<file path="config.mk">
export PLATFORM = sky130hd
export DESIGN_NAME = single_wire_trim_loader
export DESIGN_NICKNAME = d
export VERILOG_FILES = /design/src/include/trim_loader_pkg.sv /design/src/hdl/bit_recover.sv /design/src/hdl/single_wire_trim_loader.sv
export SDC_FILE = /design/constraint.sdc
export NUM_CORES = 1
export LEC_CHECK = 0
export ABC_AREA = 0
export ABC_CLOCK_PERIOD_IN_PS = 2100
export BUFFER_PORTS_ARGS = -buffer_cell sky130_fd_sc_hd__clkbuf_2
export CAP_MARGIN = 25
export CORE_MARGIN = 3
export CORE_UTILIZATION = 53
export DETAILED_ROUTE_END_ITERATION = 16
export GPL_ROUTABILITY_DRIVEN = 0
export MAX_ROUTING_LAYER = met4
export PLACE_DENSITY = 0.79
export SYNTH_ARGS = -nofsm -noshare
export SYNTH_HDL_FRONTEND = slang
export SYNTH_SLANG_ARGS = --single-unit
</file>
<file path="constraint.sdc">
create_clock -name clk_i -period 2.1 [get_ports clk_i]
set_input_delay 0.315 -clock clk_i [delete_from_list [all_inputs] [get_ports clk_i]]
set_output_delay 0.315 -clock clk_i [all_outputs]
set_load 0.01 [all_outputs]
</file>
<file path="src/include/trim_loader_pkg.sv">
// Constants, field layout and register map of the single-wire trim loader.
// Assumes a 25 MHz system clock and decoded supply-mode indications.
package trim_loader_pkg;

  // Clock rate and timing figures.
  localparam int CLK_MHZ       = 25;
  localparam int BIT_SAMPLE_NS = 2000;
  localparam int BIT_SAMPLE_CYC = (BIT_SAMPLE_NS * CLK_MHZ + 999) / 1000;
  localparam int BURN_TIME_US  = 100;
  localparam int BURN_CYC      = BURN_TIME_US * CLK_MHZ;
  localparam logic [5:0]  SAMPLE_CNT = 6'(BIT_SAMPLE_CYC);
  localparam logic [11:0] BURN_CNT   = 12'(BURN_CYC);

  // Settings word and the 31-bit image that the fuses mirror.
  localparam int WORD_BITS   = 37;
  localparam int IMAGE_BITS  = 31;
  localparam logic [5:0] LAST_BIT = 6'(WORD_BITS - 1);
  localparam logic [IMAGE_BITS-1:0] IMAGE_RESET = 31'h0;

  // Field positions inside the image.
  localparam int OFFSET_LSB  = 0;
  localparam int OFFSET_W    = 10;
  localparam int HALF_POS    = 10;
  localparam int COARSE_LSB  = 11;
  localparam int COARSE_W    = 3;
  localparam int FINE_LSB    = 14;
  localparam int FINE_W      = 10;
  localparam int SLOPE_POS   = 24;
  localparam int THERMAL_LSB = 25;
  localparam int THERMAL_W   = 5;
  localparam int LOCK_POS    = 30;

  // Register byte offsets.
  localparam logic [3:0] REG_CTRL     = 4'h0;
  localparam logic [3:0] REG_STATUS   = 4'h4;
  localparam logic [3:0] REG_SETTINGS = 4'h8;
  localparam logic [3:0] REG_FUSE     = 4'hc;

  // Control and status bit positions and reset values.
  localparam int CTRL_LOAD_EN_POS   = 0;
  localparam int CTRL_COMMIT_EN_POS = 1;
  localparam logic [1:0] CTRL_RESET = 2'h3;
  localparam int STAT_NORMAL_POS = 0;
  localparam int STAT_LOAD_POS   = 1;
  localparam int STAT_COMMIT_POS = 2;
  localparam int STAT_LOADED_POS = 3;
  localparam int STAT_BURN_POS   = 4;
  localparam int STAT_LOCKED_POS = 5;
  localparam int STAT_COUNT_LSB  = 8;

  typedef enum logic [1:0] {st_init, st_idle, st_burn} ctl_state_t;

endpackage

</file>
<file path="src/hdl/bit_recover.sv">
// Recovers bits from the self-clocked programming line.
// Assumes the line input is synchronous to clk_i.
`timescale 1ns/1ps
`default_nettype none
module bit_recover (
  input  wire logic clk_i,
  input  wire logic rst_n_i,
  input  wire logic enable_i,
  input  wire logic line_i,
  output logic      bit_strobe_o,
  output logic      bit_value_o
);
  import trim_loader_pkg::*;

  logic       line_prev;
  logic       busy;
  logic [5:0] cnt;
  logic       next_line_prev;
  logic       next_busy;
  logic [5:0] next_cnt;
  logic       next_strobe;
  logic       next_value;

  // A rising edge opens a bit; its value is the level a fixed time later.
  always_comb begin
    next_line_prev = line_i;
    next_busy      = busy;
    next_cnt       = cnt;
    next_strobe    = 1'b0;
    next_value     = bit_value_o;
    if (!enable_i) begin
      next_busy = 1'b0;
      next_cnt  = 6'h0;
    end else if (busy) begin
      next_cnt = cnt + 6'h1;
      if (cnt == SAMPLE_CNT) begin
        next_strobe = 1'b1;
        next_value  = line_i;
        next_busy   = 1'b0;
        next_cnt    = 6'h0;
      end
    end else if (line_i && !line_prev) begin
      next_busy = 1'b1;
      next_cnt  = 6'h1;
    end
  end

  // State registers.
  always_ff @(posedge clk_i) begin
    if (!rst_n_i) begin
      line_prev    <= 1'b1;
      busy         <= 1'b0;
      cnt          <= 6'h0;
      bit_strobe_o <= 1'b0;
      bit_value_o  <= 1'b0;
    end else begin
      line_prev    <= next_line_prev;
      busy         <= next_busy;
      cnt          <= next_cnt;
      bit_strobe_o <= next_strobe;
      bit_value_o  <= next_value;
    end
  end

endmodule
`default_nettype wire

</file>
<file path="src/hdl/single_wire_trim_loader.sv">
// Programming path of a programmable linear Hall sensor: load and commit.
// Assumes decoded supply-mode inputs and an external fuse array that
// reports its state on fuse_state_i and burns while fuse_burn_o is high.
//
// How it works
// - In normal supply band the pin stays an output and programming is ignored.
// - At load level the pin becomes an input taking 37-bit words.
// - Each bit starts on a rising line edge, counted from load entry.
// - Each word overwrites the temporary register, any number of times.
// - The temporary register drives the transfer settings at once.
// - At commit level the fuses take the temporary register's 30 setting bits plus a set lock bit.
// - Commit happens once only; burned fuses lock the device for good.
// - A ten-bit quiescent offset code gives 1024 steps.
// - One half-supply range bit picks wide or narrow offset range.
// - A three-bit coarse gain code picks one of eight steps.
// - A ten-bit fine gain code gives 1024 steps per coarse step.
// - A slope reverse bit inverts the field response polarity.
// - A five-bit thermal compensation code picks one of 32 steps.
// - An unprogrammed device uses thermal compensation code zero.
`timescale 1ns/1ps
`default_nettype none
module single_wire_trim_loader (
  input  wire logic        clk_i,
  input  wire logic        rst_n_i,
  input  wire logic [3:0]  avs_address_i,
  input  wire logic        avs_read_i,
  input  wire logic        avs_write_i,
  input  wire logic [31:0] avs_writedata_i,
  input  wire logic [3:0]  avs_byteenable_i,
  output logic [31:0]      avs_readdata_o,
  output logic             avs_waitrequest_o,
  input  wire logic        mode_normal_i,
  input  wire logic        mode_load_i,
  input  wire logic        mode_commit_i,
  input  wire logic        pin_line_i,
  output logic             pin_oe_o,
  input  wire logic [trim_loader_pkg::IMAGE_BITS-1:0] fuse_state_i,
  output logic             fuse_burn_o,
  output logic [trim_loader_pkg::IMAGE_BITS-1:0] fuse_word_o,
  output logic [9:0]       quiescent_offset_code_o,
  output logic             half_supply_range_o,
  output logic [2:0]       coarse_gain_code_o,
  output logic [9:0]       fine_gain_code_o,
  output logic             slope_reverse_o,
  output logic [4:0]       thermal_comp_code_o
);
  import trim_loader_pkg::*;

  ctl_state_t            state;
  ctl_state_t            next_state;
  logic [IMAGE_BITS-1:0] image;
  logic [IMAGE_BITS-1:0] next_image;
  logic [WORD_BITS-1:0]  shift;
  logic [WORD_BITS-1:0]  next_shift;
  logic [5:0]            bit_count;
  logic [5:0]            next_bit_count;
  logic [11:0]           burn_cnt;
  logic [11:0]           next_burn_cnt;
  logic [IMAGE_BITS-1:0] next_fuse_word;
  logic                  locked;
  logic                  next_locked;
  logic                  word_loaded;
  logic                  next_word_loaded;
  logic                  commit_prev;
  logic                  word_done;
  logic [1:0]            ctrl;
  logic [1:0]            next_ctrl;
  logic                  ack;
  logic                  next_ack;
  logic [31:0]           next_readdata;
  logic                  load_active;
  logic                  rx_enable;
  logic                  bit_strobe;
  logic                  bit_value;
  logic                  bus_wr;
  logic                  status_clear;

  // Load mode counts only when the supply is not at commit level.
  assign load_active = mode_load_i && !mode_commit_i
                       && ctrl[CTRL_LOAD_EN_POS];
  assign rx_enable   = load_active && (state == st_idle);
  // The pin drives the analog output only inside the normal band.
  assign pin_oe_o    = mode_normal_i && !mode_load_i
                       && !mode_commit_i;
  assign fuse_burn_o = (state == st_burn);

  bit_recover u_bit_recover (
    .clk_i        (clk_i),
    .rst_n_i      (rst_n_i),
    .enable_i     (rx_enable),
    .line_i       (pin_line_i),
    .bit_strobe_o (bit_strobe),
    .bit_value_o  (bit_value)
  );

  // Settings outputs come straight from the temporary register.
  assign quiescent_offset_code_o =
    image[OFFSET_LSB +: OFFSET_W];
  assign half_supply_range_o = image[HALF_POS];
  assign coarse_gain_code_o  = image[COARSE_LSB +: COARSE_W];
  assign fine_gain_code_o    = image[FINE_LSB +: FINE_W];
  assign slope_reverse_o     = image[SLOPE_POS];
  assign thermal_comp_code_o = image[THERMAL_LSB +: THERMAL_W];

  // Bus write strobes for the status word-loaded flag.
  assign bus_wr = avs_write_i && ack;
  assign status_clear = bus_wr && (avs_address_i == REG_STATUS)
                        && avs_byteenable_i[0]
                        && avs_writedata_i[STAT_LOADED_POS];

  // Control sequencing: power-up image, word shifting and fuse commit.
  always_comb begin
    next_state       = state;
    next_image       = image;
    next_shift       = shift;
    next_bit_count   = bit_count;
    next_burn_cnt    = burn_cnt;
    next_fuse_word   = fuse_word_o;
    next_locked      = locked;
    next_word_loaded = word_loaded;
    word_done        = 1'b0;
    unique case (state)
      st_init: begin
        next_locked = fuse_state_i[LOCK_POS];
        next_image  = fuse_state_i[LOCK_POS] ? fuse_state_i
                                             : IMAGE_RESET;
        next_state  = st_idle;
      end
      st_idle: begin
        if (!load_active) begin
          next_bit_count = 6'h0;
        end else if (bit_strobe) begin
          next_shift = {shift[WORD_BITS-2:0], bit_value};
          next_bit_count = bit_count + 6'h1;
          if (bit_count == LAST_BIT) begin
            word_done      = 1'b1;
            next_bit_count = 6'h0;
            next_image     = {image[LOCK_POS],
                              next_shift[LOCK_POS-1:0]};
          end
        end
        if (mode_commit_i && !commit_prev && !locked
            && ctrl[CTRL_COMMIT_EN_POS]) begin
          next_state     = st_burn;
          next_burn_cnt  = 12'h0;
          next_bit_count = 6'h0;
          next_fuse_word = {1'b1, image[LOCK_POS-1:0]};
        end
      end
      st_burn: begin
        next_burn_cnt = burn_cnt + 12'h1;
        if (burn_cnt == BURN_CNT - 12'h1) begin
          next_state        = st_idle;
          next_locked       = 1'b1;
          next_image[LOCK_POS] = 1'b1;
        end
      end
      default: next_state = st_init;
    endcase
    // A new word wins over a software clear in the same cycle.
    if (status_clear) begin
      next_word_loaded = 1'b0;
    end
    if (word_done) begin
      next_word_loaded = 1'b1;
    end
  end

  // Control registers.
  always_ff @(posedge clk_i) begin
    if (!rst_n_i) begin
      state       <= st_init;
      image       <= IMAGE_RESET;
      shift       <= '0;
      bit_count   <= 6'h0;
      burn_cnt    <= 12'h0;
      fuse_word_o <= IMAGE_RESET;
      locked      <= 1'b0;
      word_loaded <= 1'b0;
      commit_prev <= 1'b0;
    end else begin
      state       <= next_state;
      image       <= next_image;
      shift       <= next_shift;
      bit_count   <= next_bit_count;
      burn_cnt    <= next_burn_cnt;
      fuse_word_o <= next_fuse_word;
      locked      <= next_locked;
      word_loaded <= next_word_loaded;
      commit_prev <= mode_commit_i;
    end
  end

  // Bus slave: one wait cycle, then the answer stands for one edge.
  assign avs_waitrequest_o = (avs_read_i || avs_write_i) && !ack;

  always_comb begin
    next_ack      = (avs_read_i || avs_write_i) && !ack;
    next_ctrl     = ctrl;
    next_readdata = avs_readdata_o;
    if (bus_wr && avs_address_i == REG_CTRL && avs_byteenable_i[0]) begin
      next_ctrl = avs_writedata_i[1:0];
    end
    if (avs_read_i && !ack) begin
      next_readdata = 32'h0;
      unique case (avs_address_i)
        REG_CTRL: next_readdata[1:0] = ctrl;
        REG_STATUS: begin
          next_readdata[STAT_NORMAL_POS] = mode_normal_i;
          next_readdata[STAT_LOAD_POS]   = mode_load_i;
          next_readdata[STAT_COMMIT_POS] = mode_commit_i;
          next_readdata[STAT_LOADED_POS] = word_loaded;
          next_readdata[STAT_BURN_POS]   = fuse_burn_o;
          next_readdata[STAT_LOCKED_POS] = locked;
          next_readdata[STAT_COUNT_LSB +: 6] = bit_count;
        end
        REG_SETTINGS: next_readdata[IMAGE_BITS-1:0] = image;
        REG_FUSE: next_readdata[IMAGE_BITS-1:0] = fuse_state_i;
        default: next_readdata = 32'h0;
      endcase
    end
  end

  // Bus registers.
  always_ff @(posedge clk_i) begin
    if (!rst_n_i) begin
      ack            <= 1'b0;
      ctrl           <= CTRL_RESET;
      avs_readdata_o <= 32'h0;
    end else begin
      ack            <= next_ack;
      ctrl           <= next_ctrl;
      avs_readdata_o <= next_readdata;
    end
  end
endmodule
`default_nettype wire

</file>
* Word-level counts from Yosys, hierarchy flattened
Cells that the tools add are included.
** Storage, ports and cells
- Bits in latches :: 0
- Bits in registers :: 158
- Memories :: 0
- Memory bits (writable) :: 0
- Bits in read-only memories :: 0
- Input bits :: 79
** Operators by class
- Shift operators :: 0
- Div/mod/pow operators :: 0
- Reduce and logical (&&, ||, !) cells :: 42
- Muxes and demuxes :: 35
- $lt $le $gt $ge :: 0
- Bitwise operators :: 1
- Multipliers :: 0
- Eq/ne operators :: 14
- Add/subtract/negate cells :: 3
** Operators with widths (count)
- 30-bit 2-to-1 mux :: 3
- 30-bit one-hot mux with 2 select lines :: 1
- 6-bit 2-to-1 mux :: 7
- 17-bit one-hot mux with 2 select lines :: 1
- 31-bit 2-to-1 mux :: 1
- 12-bit one-hot mux with 2 select lines :: 1
- 6-bit one-hot mux with 3 select lines :: 1
- 1-bit logical AND :: 17
- 12-bit by 1-bit adder with 12-bit output, second input constant :: 1
- 6-bit by 1-bit adder with 6-bit output, second input constant :: 2
- 12-bit == test, second input constant :: 1
- 6-bit == test, second input constant :: 2
- 12-bit 2-to-1 mux :: 1
- 4-bit one-hot mux with 3 select lines :: 1
- 2-bit AND reduction :: 6
- 3-bit AND reduction :: 4
- 1-bit 2-to-1 mux :: 11
- 2-bit nonzero test :: 5
- 4-bit == test, second input constant :: 2
- 2-bit by 1-bit != test with 1-bit output, second input constant :: 4
- 2-bit one-hot mux with 4 select lines :: 1
- 1-bit logical NOT :: 6
- 2-bit one-hot mux with 3 select lines :: 1
- 4-bit by 3-bit == test with 1-bit output, second input constant :: 1
- 13 further kinds :: 14

* Depth between registers and ports, before layout
- Depth in word-level cells :: 6
- Gate-level depth with buffers :: 7

* Hierarchy
A second synthesis with hierarchy kept.
** Second synthesis, totals
- Cell total of the unflattened synthesis :: 800
- Area total of the unflattened synthesis :: 6991.7 µm²
** Modules (own cells, without submodules)
- single_wire_trim_loader :: area each 6510.0 µm², sequential area each 2962.8 µm², cells an instance 745, times used 1
- bit_recover :: area each 481.7 µm², sequential area each 200.2 µm², cells an instance 55, times used 1

* Worst setup path after synthesis
No wires, ideal clock.
- Path type :: reg-to-reg
- From :: register bit_count[0]
- To :: register image[13]
- Required time :: 1.981 ns
- Buffers on the path :: 1
- Stages on the path, launching flop included :: 8
- Arrival :: 1.485 ns
- Setup time :: 0.119 ns
- Setup slack :: 0.497 ns
- Cells stage by stage :: dfxtp_1 > inv_1 > ha_1 > and4bb_1 > a41oi_2 > nor2_2 > buf_6 > o221a_1
** Between the ends
- Cells in the longest elaborated chain, start to end :: 3
** Ends and longest elaborated chain
- from (decl) :: line single_wire_trim_loader.sv:55 : logic [5:0] bit_count;
- from (signal assigned) :: line single_wire_trim_loader.sv:185 : bit_count <= next_bit_count;
- 6-bit == test :: line single_wire_trim_loader.sv:135 : if (bit_count == LAST_BIT) begin
- 2-bit by 1-bit != test with 1-bit output (no line)
- 4-bit AND reduction (no line)
- to (signal assigned) :: line single_wire_trim_loader.sv:183 : image <= next_image;
- to (decl) :: line single_wire_trim_loader.sv:51 : logic [IMAGE_BITS-1:0] image;
No other way between the ends.
A chain may end at the register's enable or synchronous reset.

* Worst setup path after layout
- From :: register bit_count[0]
- To :: register image[5]
Same word-level chain as after synthesis.

==> run_summary.xml <==
<?xml version="1.0" encoding="UTF-8"?>
<metrics>
  <group name="run_status">
    <metric name="result_of_the_run" unit="">finished, final reports clean</metric>
  </group>
  <group name="worst_setup_path">
    <metric name="cp_data_required_time" unit="ns">2.41</metric>
    <metric name="crit_chain" unit="">inv_1, ha_1, and4bb_1, a41oi_2, nor2_2, buf_4, o221a_1</metric>
    <metric name="critPathTopFamily" unit="">compound AO/OA/AOI/OAI gates</metric>
    <metric name="endpoint_arrival_time_on_the_critical_path" unit="ns">2.26</metric>
    <metric name="timing.critical_path.from_type" unit="">flip-flop</metric>
    <metric name="crit-reg2reg-capture" unit="">image[5]</metric>
    <metric name="r2r_start" unit="">bit_count[0]</metric>
    <metric name="worst_path_max_delay_cell" unit="">dfxtp_1</metric>
    <metric name="timing.critical_path.buf_inv" unit="">2</metric>
    <metric name="setup.worst_path.class" unit="">reg2reg</metric>
    <metric name="timing.critical_path.fanout_max" unit="">30</metric>
    <metric name="rr_worst_depth" unit="">7</metric>
    <metric name="worst-r2r-setup-slack" unit="ns">0.16</metric>
    <metric name="timing.critical_path.slowest_cell_delay" unit="ns">0.39</metric>
    <metric name="type_of_element_capturing_the_critical_path" unit="">flip-flop</metric>
  </group>
  <group name="sta">
    <metric name="hold_slack" unit="ns">0.104</metric>
    <metric name="slew_violations" unit="">0</metric>
    <metric name="finalSetupTns" unit="ns">0</metric>
    <metric name="postLayoutSetupSlackWorst" unit="ns">0.157</metric>
    <metric name="timing.max_slew.rel_slack" unit="%">41.0</metric>
    <metric name="clock.fmax" unit="GHz">0.515</metric>
    <metric name="fin_crit_sh" unit="%">92.5</metric>
    <metric name="report.final.setup_viol" unit="">0</metric>
    <metric name="transition_time_of_the_tightest_slew_check_pin" unit="ns">0.885</metric>
    <metric name="final.min_clock_period" unit="ns">1.94</metric>
    <metric name="timing.final.hold_violations" unit="">0</metric>
    <metric name="clock-skew-final" unit="ns">0.00968</metric>
    <metric name="rsz0062_at_grt" unit="">no</metric>
  </group>
  <group name="synth">
    <metric name="post_synth_most_frequent_cells" unit="">dfxtp_1, nand2_1, a21oi_1</metric>
    <metric name="synth.area.top_cells" unit="">dfxtp_1, nand2_1, a21oi_1, o221a_1, buf_4</metric>
    <metric name="syn_area" unit="µm²">6970</metric>
    <metric name="netlist-cell-type-count" unit="">57</metric>
    <metric name="synth.avg_cell_area" unit="µm²">8.78</metric>
    <metric name="synthDominantCellAreaShare" unit="%">45.4</metric>
    <metric name="async_flop_share" unit="%">0</metric>
    <metric name="synthCells" unit="">793</metric>
    <metric name="post-synth-top-count-cell" unit="">dfxtp_1</metric>
    <metric name="syn_nets" unit="">877</metric>
    <metric name="yosys_warnings" unit="">0</metric>
    <metric name="postSynthRegisterBits" unit="">158</metric>
    <metric name="synth_sequential_area_ratio" unit="%">45.4</metric>
    <metric name="netlist.top_cell.by_area" unit="">dfxtp_1</metric>
    <metric name="number_of_enable_flip_flop_cells_after_synthesis" unit="">0</metric>
    <metric name="ys.flop_type" unit="">dfxtp_1</metric>
  </group>
  <group name="die">
    <metric name="num_io_pins" unit="">175</metric>
    <metric name="core_area" unit="µm²">12700</metric>
    <metric name="die_x_extent" unit="µm">121</metric>
    <metric name="die-area" unit="µm²">14600</metric>
    <metric name="floorplan.initialDensity" unit="%">54.8</metric>
    <metric name="die_y" unit="µm">121</metric>
    <metric name="num_rows" unit="">41</metric>
  </group>
  <group name="placed_design">
    <metric name="io_buffer_count" unit="">141</metric>
    <metric name="dpl.cell_count" unit="">1040</metric>
    <metric name="post-place-ws" unit="ns">0.178</metric>
    <metric name="postPlaceCellArea" unit="µm²">7610</metric>
    <metric name="post-dp-hpwl" unit="µm">12500</metric>
  </group>
  <group name="hold_path">
    <metric name="hold_path_startpoint" unit="">pin_line_i</metric>
    <metric name="worst_hold_path.num_cells" unit="">2</metric>
    <metric name="hp-class" unit="">in2reg</metric>
    <metric name="whs_endpoint" unit="">u_bit_recover.line_prev</metric>
  </group>
  <group name="global_route">
    <metric name="global_route_wire_length_before_repair" unit="µm">29800</metric>
    <metric name="grt_use_total" unit="%">26.5</metric>
    <metric name="vias_in_the_first_global_route" unit="">5795</metric>
    <metric name="initial_antenna_violation_count" unit="">0</metric>
    <metric name="grt_start_max_net_pins" unit="">80</metric>
    <metric name="globalRouteOverflowTotal" unit="">0</metric>
  </group>
  <group name="route">
    <metric name="via_density_per_instance" unit="">5.93</metric>
    <metric name="detail-route-antenna-nets" unit="">0</metric>
    <metric name="dr.first_iter.drc_count" unit="">615</metric>
    <metric name="route.detailed.drc" unit="">0</metric>
    <metric name="detailedRoute.firstPassIterationCount" unit="">5</metric>
    <metric name="detailroute.via_count" unit="">6355</metric>
    <metric name="route.detailed.wl_per_inst" unit="µm">17.6</metric>
    <metric name="wl" unit="µm">18800</metric>
  </group>
  <group name="layout">
    <metric name="fillers" unit="">1115</metric>
    <metric name="area_growth" unit="%">18.2</metric>
    <metric name="share_of_cells_above_drive_strength_1" unit="%">23.7</metric>
    <metric name="finalInstanceArea" unit="µm²">8230</metric>
    <metric name="regArea" unit="µm²">3160</metric>
    <metric name="multi_input_area" unit="µm²">3250</metric>
    <metric name="antenna-diode-count" unit="">0</metric>
    <metric name="post_layout_nonfiller_instances" unit="">1072</metric>
    <metric name="fraction_of_the_core_area_covered_by_cells_at_the_end_of_the_flow" unit="%">64.7</metric>
    <metric name="nets" unit="">971</metric>
  </group>
  <group name="power_and_ir_drop">
    <metric name="part_of_the_power_in_the_clock_network" unit="%">44.3</metric>
    <metric name="standby_leakage_power" unit="nW">3.42</metric>
    <metric name="internal_power" unit="mW">5.42</metric>
    <metric name="totalPowerFinal" unit="mW">7.26</metric>
    <metric name="p_comb_share" unit="%">11.1</metric>
    <metric name="switching_power_summed_over_all_nets" unit="mW">1.84</metric>
    <metric name="netSwitchingFraction" unit="%">25.3</metric>
    <metric name="share_seq_of_total_power" unit="%">44.6</metric>
    <metric name="cellPowerDensity" unit="nW/µm²">882</metric>
    <metric name="worst_case_vdd_ir_drop" unit="mV">0.530</metric>
  </group>
  <group name="cts">
    <metric name="ctsRootBufferMaster" unit="">clkbuf_16</metric>
    <metric name="clock_sink_count" unit="">158</metric>
    <metric name="tritoncts" unit="">built</metric>
    <metric name="worst_setup_hold_path_clk_slew" unit="ns">0.07</metric>
    <metric name="cts_bufs_inserted" unit="">17</metric>
    <metric name="clock_tree.buffer_depth" unit="">2</metric>
    <metric name="h-tree-depth" unit="">4</metric>
    <metric name="ctsHoldBuffers" unit="">0</metric>
    <metric name="clock_insertion_delay_worst_skew" unit="ns">0.43</metric>
  </group>
  <group name="run">
    <metric name="max_cap_violations" unit="">0</metric>
  </group>
</metrics>
==> routing by layer <==
layer  part of all wire, %  vias to the layer above  global-route usage, %
li1                      -                     3024                      -
met1                    44                     3022                   34.0
met2                    47                      259                   40.2
met3                   6.5                       50                   6.69
met4                   2.9                        0                   10.9
met5                     0                        -                      -
==> registers in the layout, indices dropped and copies added, names as in the netlist <==
| register | count |
|---|---|
| avs_readdata_o | 31 |
| fuse_word_o | 31 |
| image | 31 |
| shift | 29 |
| burn_cnt | 12 |
| bit_count | 6 |
| u_bit_recover.cnt | 6 |
| ctrl | 2 |
| state | 2 |
| ack | 1 |
| commit_prev | 1 |
| locked | 1 |
| u_bit_recover.bit_strobe_o | 1 |
| u_bit_recover.bit_value_o | 1 |
| u_bit_recover.busy | 1 |
| u_bit_recover.line_prev | 1 |
| word_loaded | 1 |
==> cell type report <==
class / count / share of cell area [%]
inverters: 8 / 0.365
clock inverters: 11 / 1.87
well taps: 172 / 2.61
multi-input cells: 533 / 39.4
clock buffers: 21 / 5.71
flip-flops and latches: 158 / 38.4
repair buffers: 169 / 11.6
==> repair_timing <==
action | 4_1_cts | 5_1_grt
resized for setup | 0 | 1
setup endpoints to repair | 0 | 1
setup buffers | 0 | 0
==> cell families (layout without fill, tap and decap cells) <==
| family | Yosys count | in the layout | share of synthesized area, % |
|---|---|---|---|
| AND/OR/NAND/NOR | 300 | 300 | 20.2 |
| AO/OA/AOI/OAI | 208 | 208 | 22.2 |
| flip-flops | 158 | 158 | 45.4 |
| buffers and inverters | 102 | 209 | 8.05 |
| multiplexers | 16 | 16 | 2.86 |
| adder cells (fa/ha/maj) | 5 | 5 | 0.898 |
| XOR/XNOR | 3 | 3 | 0.377 |
| other | 1 | 1 | 0.0538 |
==> power groups by stage <==
stage | clock network [mW] | logic [mW] | registers (mW)
after global routing | 3.39 | 0.874 | 3.25
final | 3.22 | 0.805 | 3.24
after floorplan | 0 | 0.561 | 3.27
after detailed placement | 0 | 0.795 | 3.30
after global placement | 0 | 0.785 | 3.30
after CTS | 3.26 | 0.801 | 3.23
==> worst max path at each step <==
stage | start | to | slack, ns | cells past startpoint
6_report | bit_count[0] | image[5] | 0.16 | 7
5_1_grt | state[0] | fuse_burn_o | 0.07 | 4
4_1_cts | state[0] | fuse_burn_o | 0.07 | 4
3_5_place_dp | avs_address_i[1] | avs_readdata_o[29] | 0.18 | 5
3_3_place_gp | avs_address_i[1] | avs_readdata_o[21] | 0.19 | 5
2_1_floorplan | bit_count[0] | image[13] | 0.50 | 7
==> layout by cell type (no fill, tap or decap), types with 4 or more instances in the layout <==
cell type,count
nor3_1,24
o21a_1,4
inv_1,5
nand2b_1,4
a31oi_1,4
ha_1,5
clkbuf_2,141
nand3b_1,4
and2_1,17
and3_1,19
a22oi_1,14
nand3_1,16
a21oi_1,71
clkbuf_16,17
nor2_1,44
a221oi_1,20
o31ai_1,4
buf_4,25
a211o_1,13
o221a_1,30
dfxtp_1,157
a221o_1,17
o21ai_1,15
o21ai_0,4
clkinvlp_4,4
nand4_1,5
mux2_1,10
nand2_1,145
Note: power is estimated with default switching activity, not from simulation.
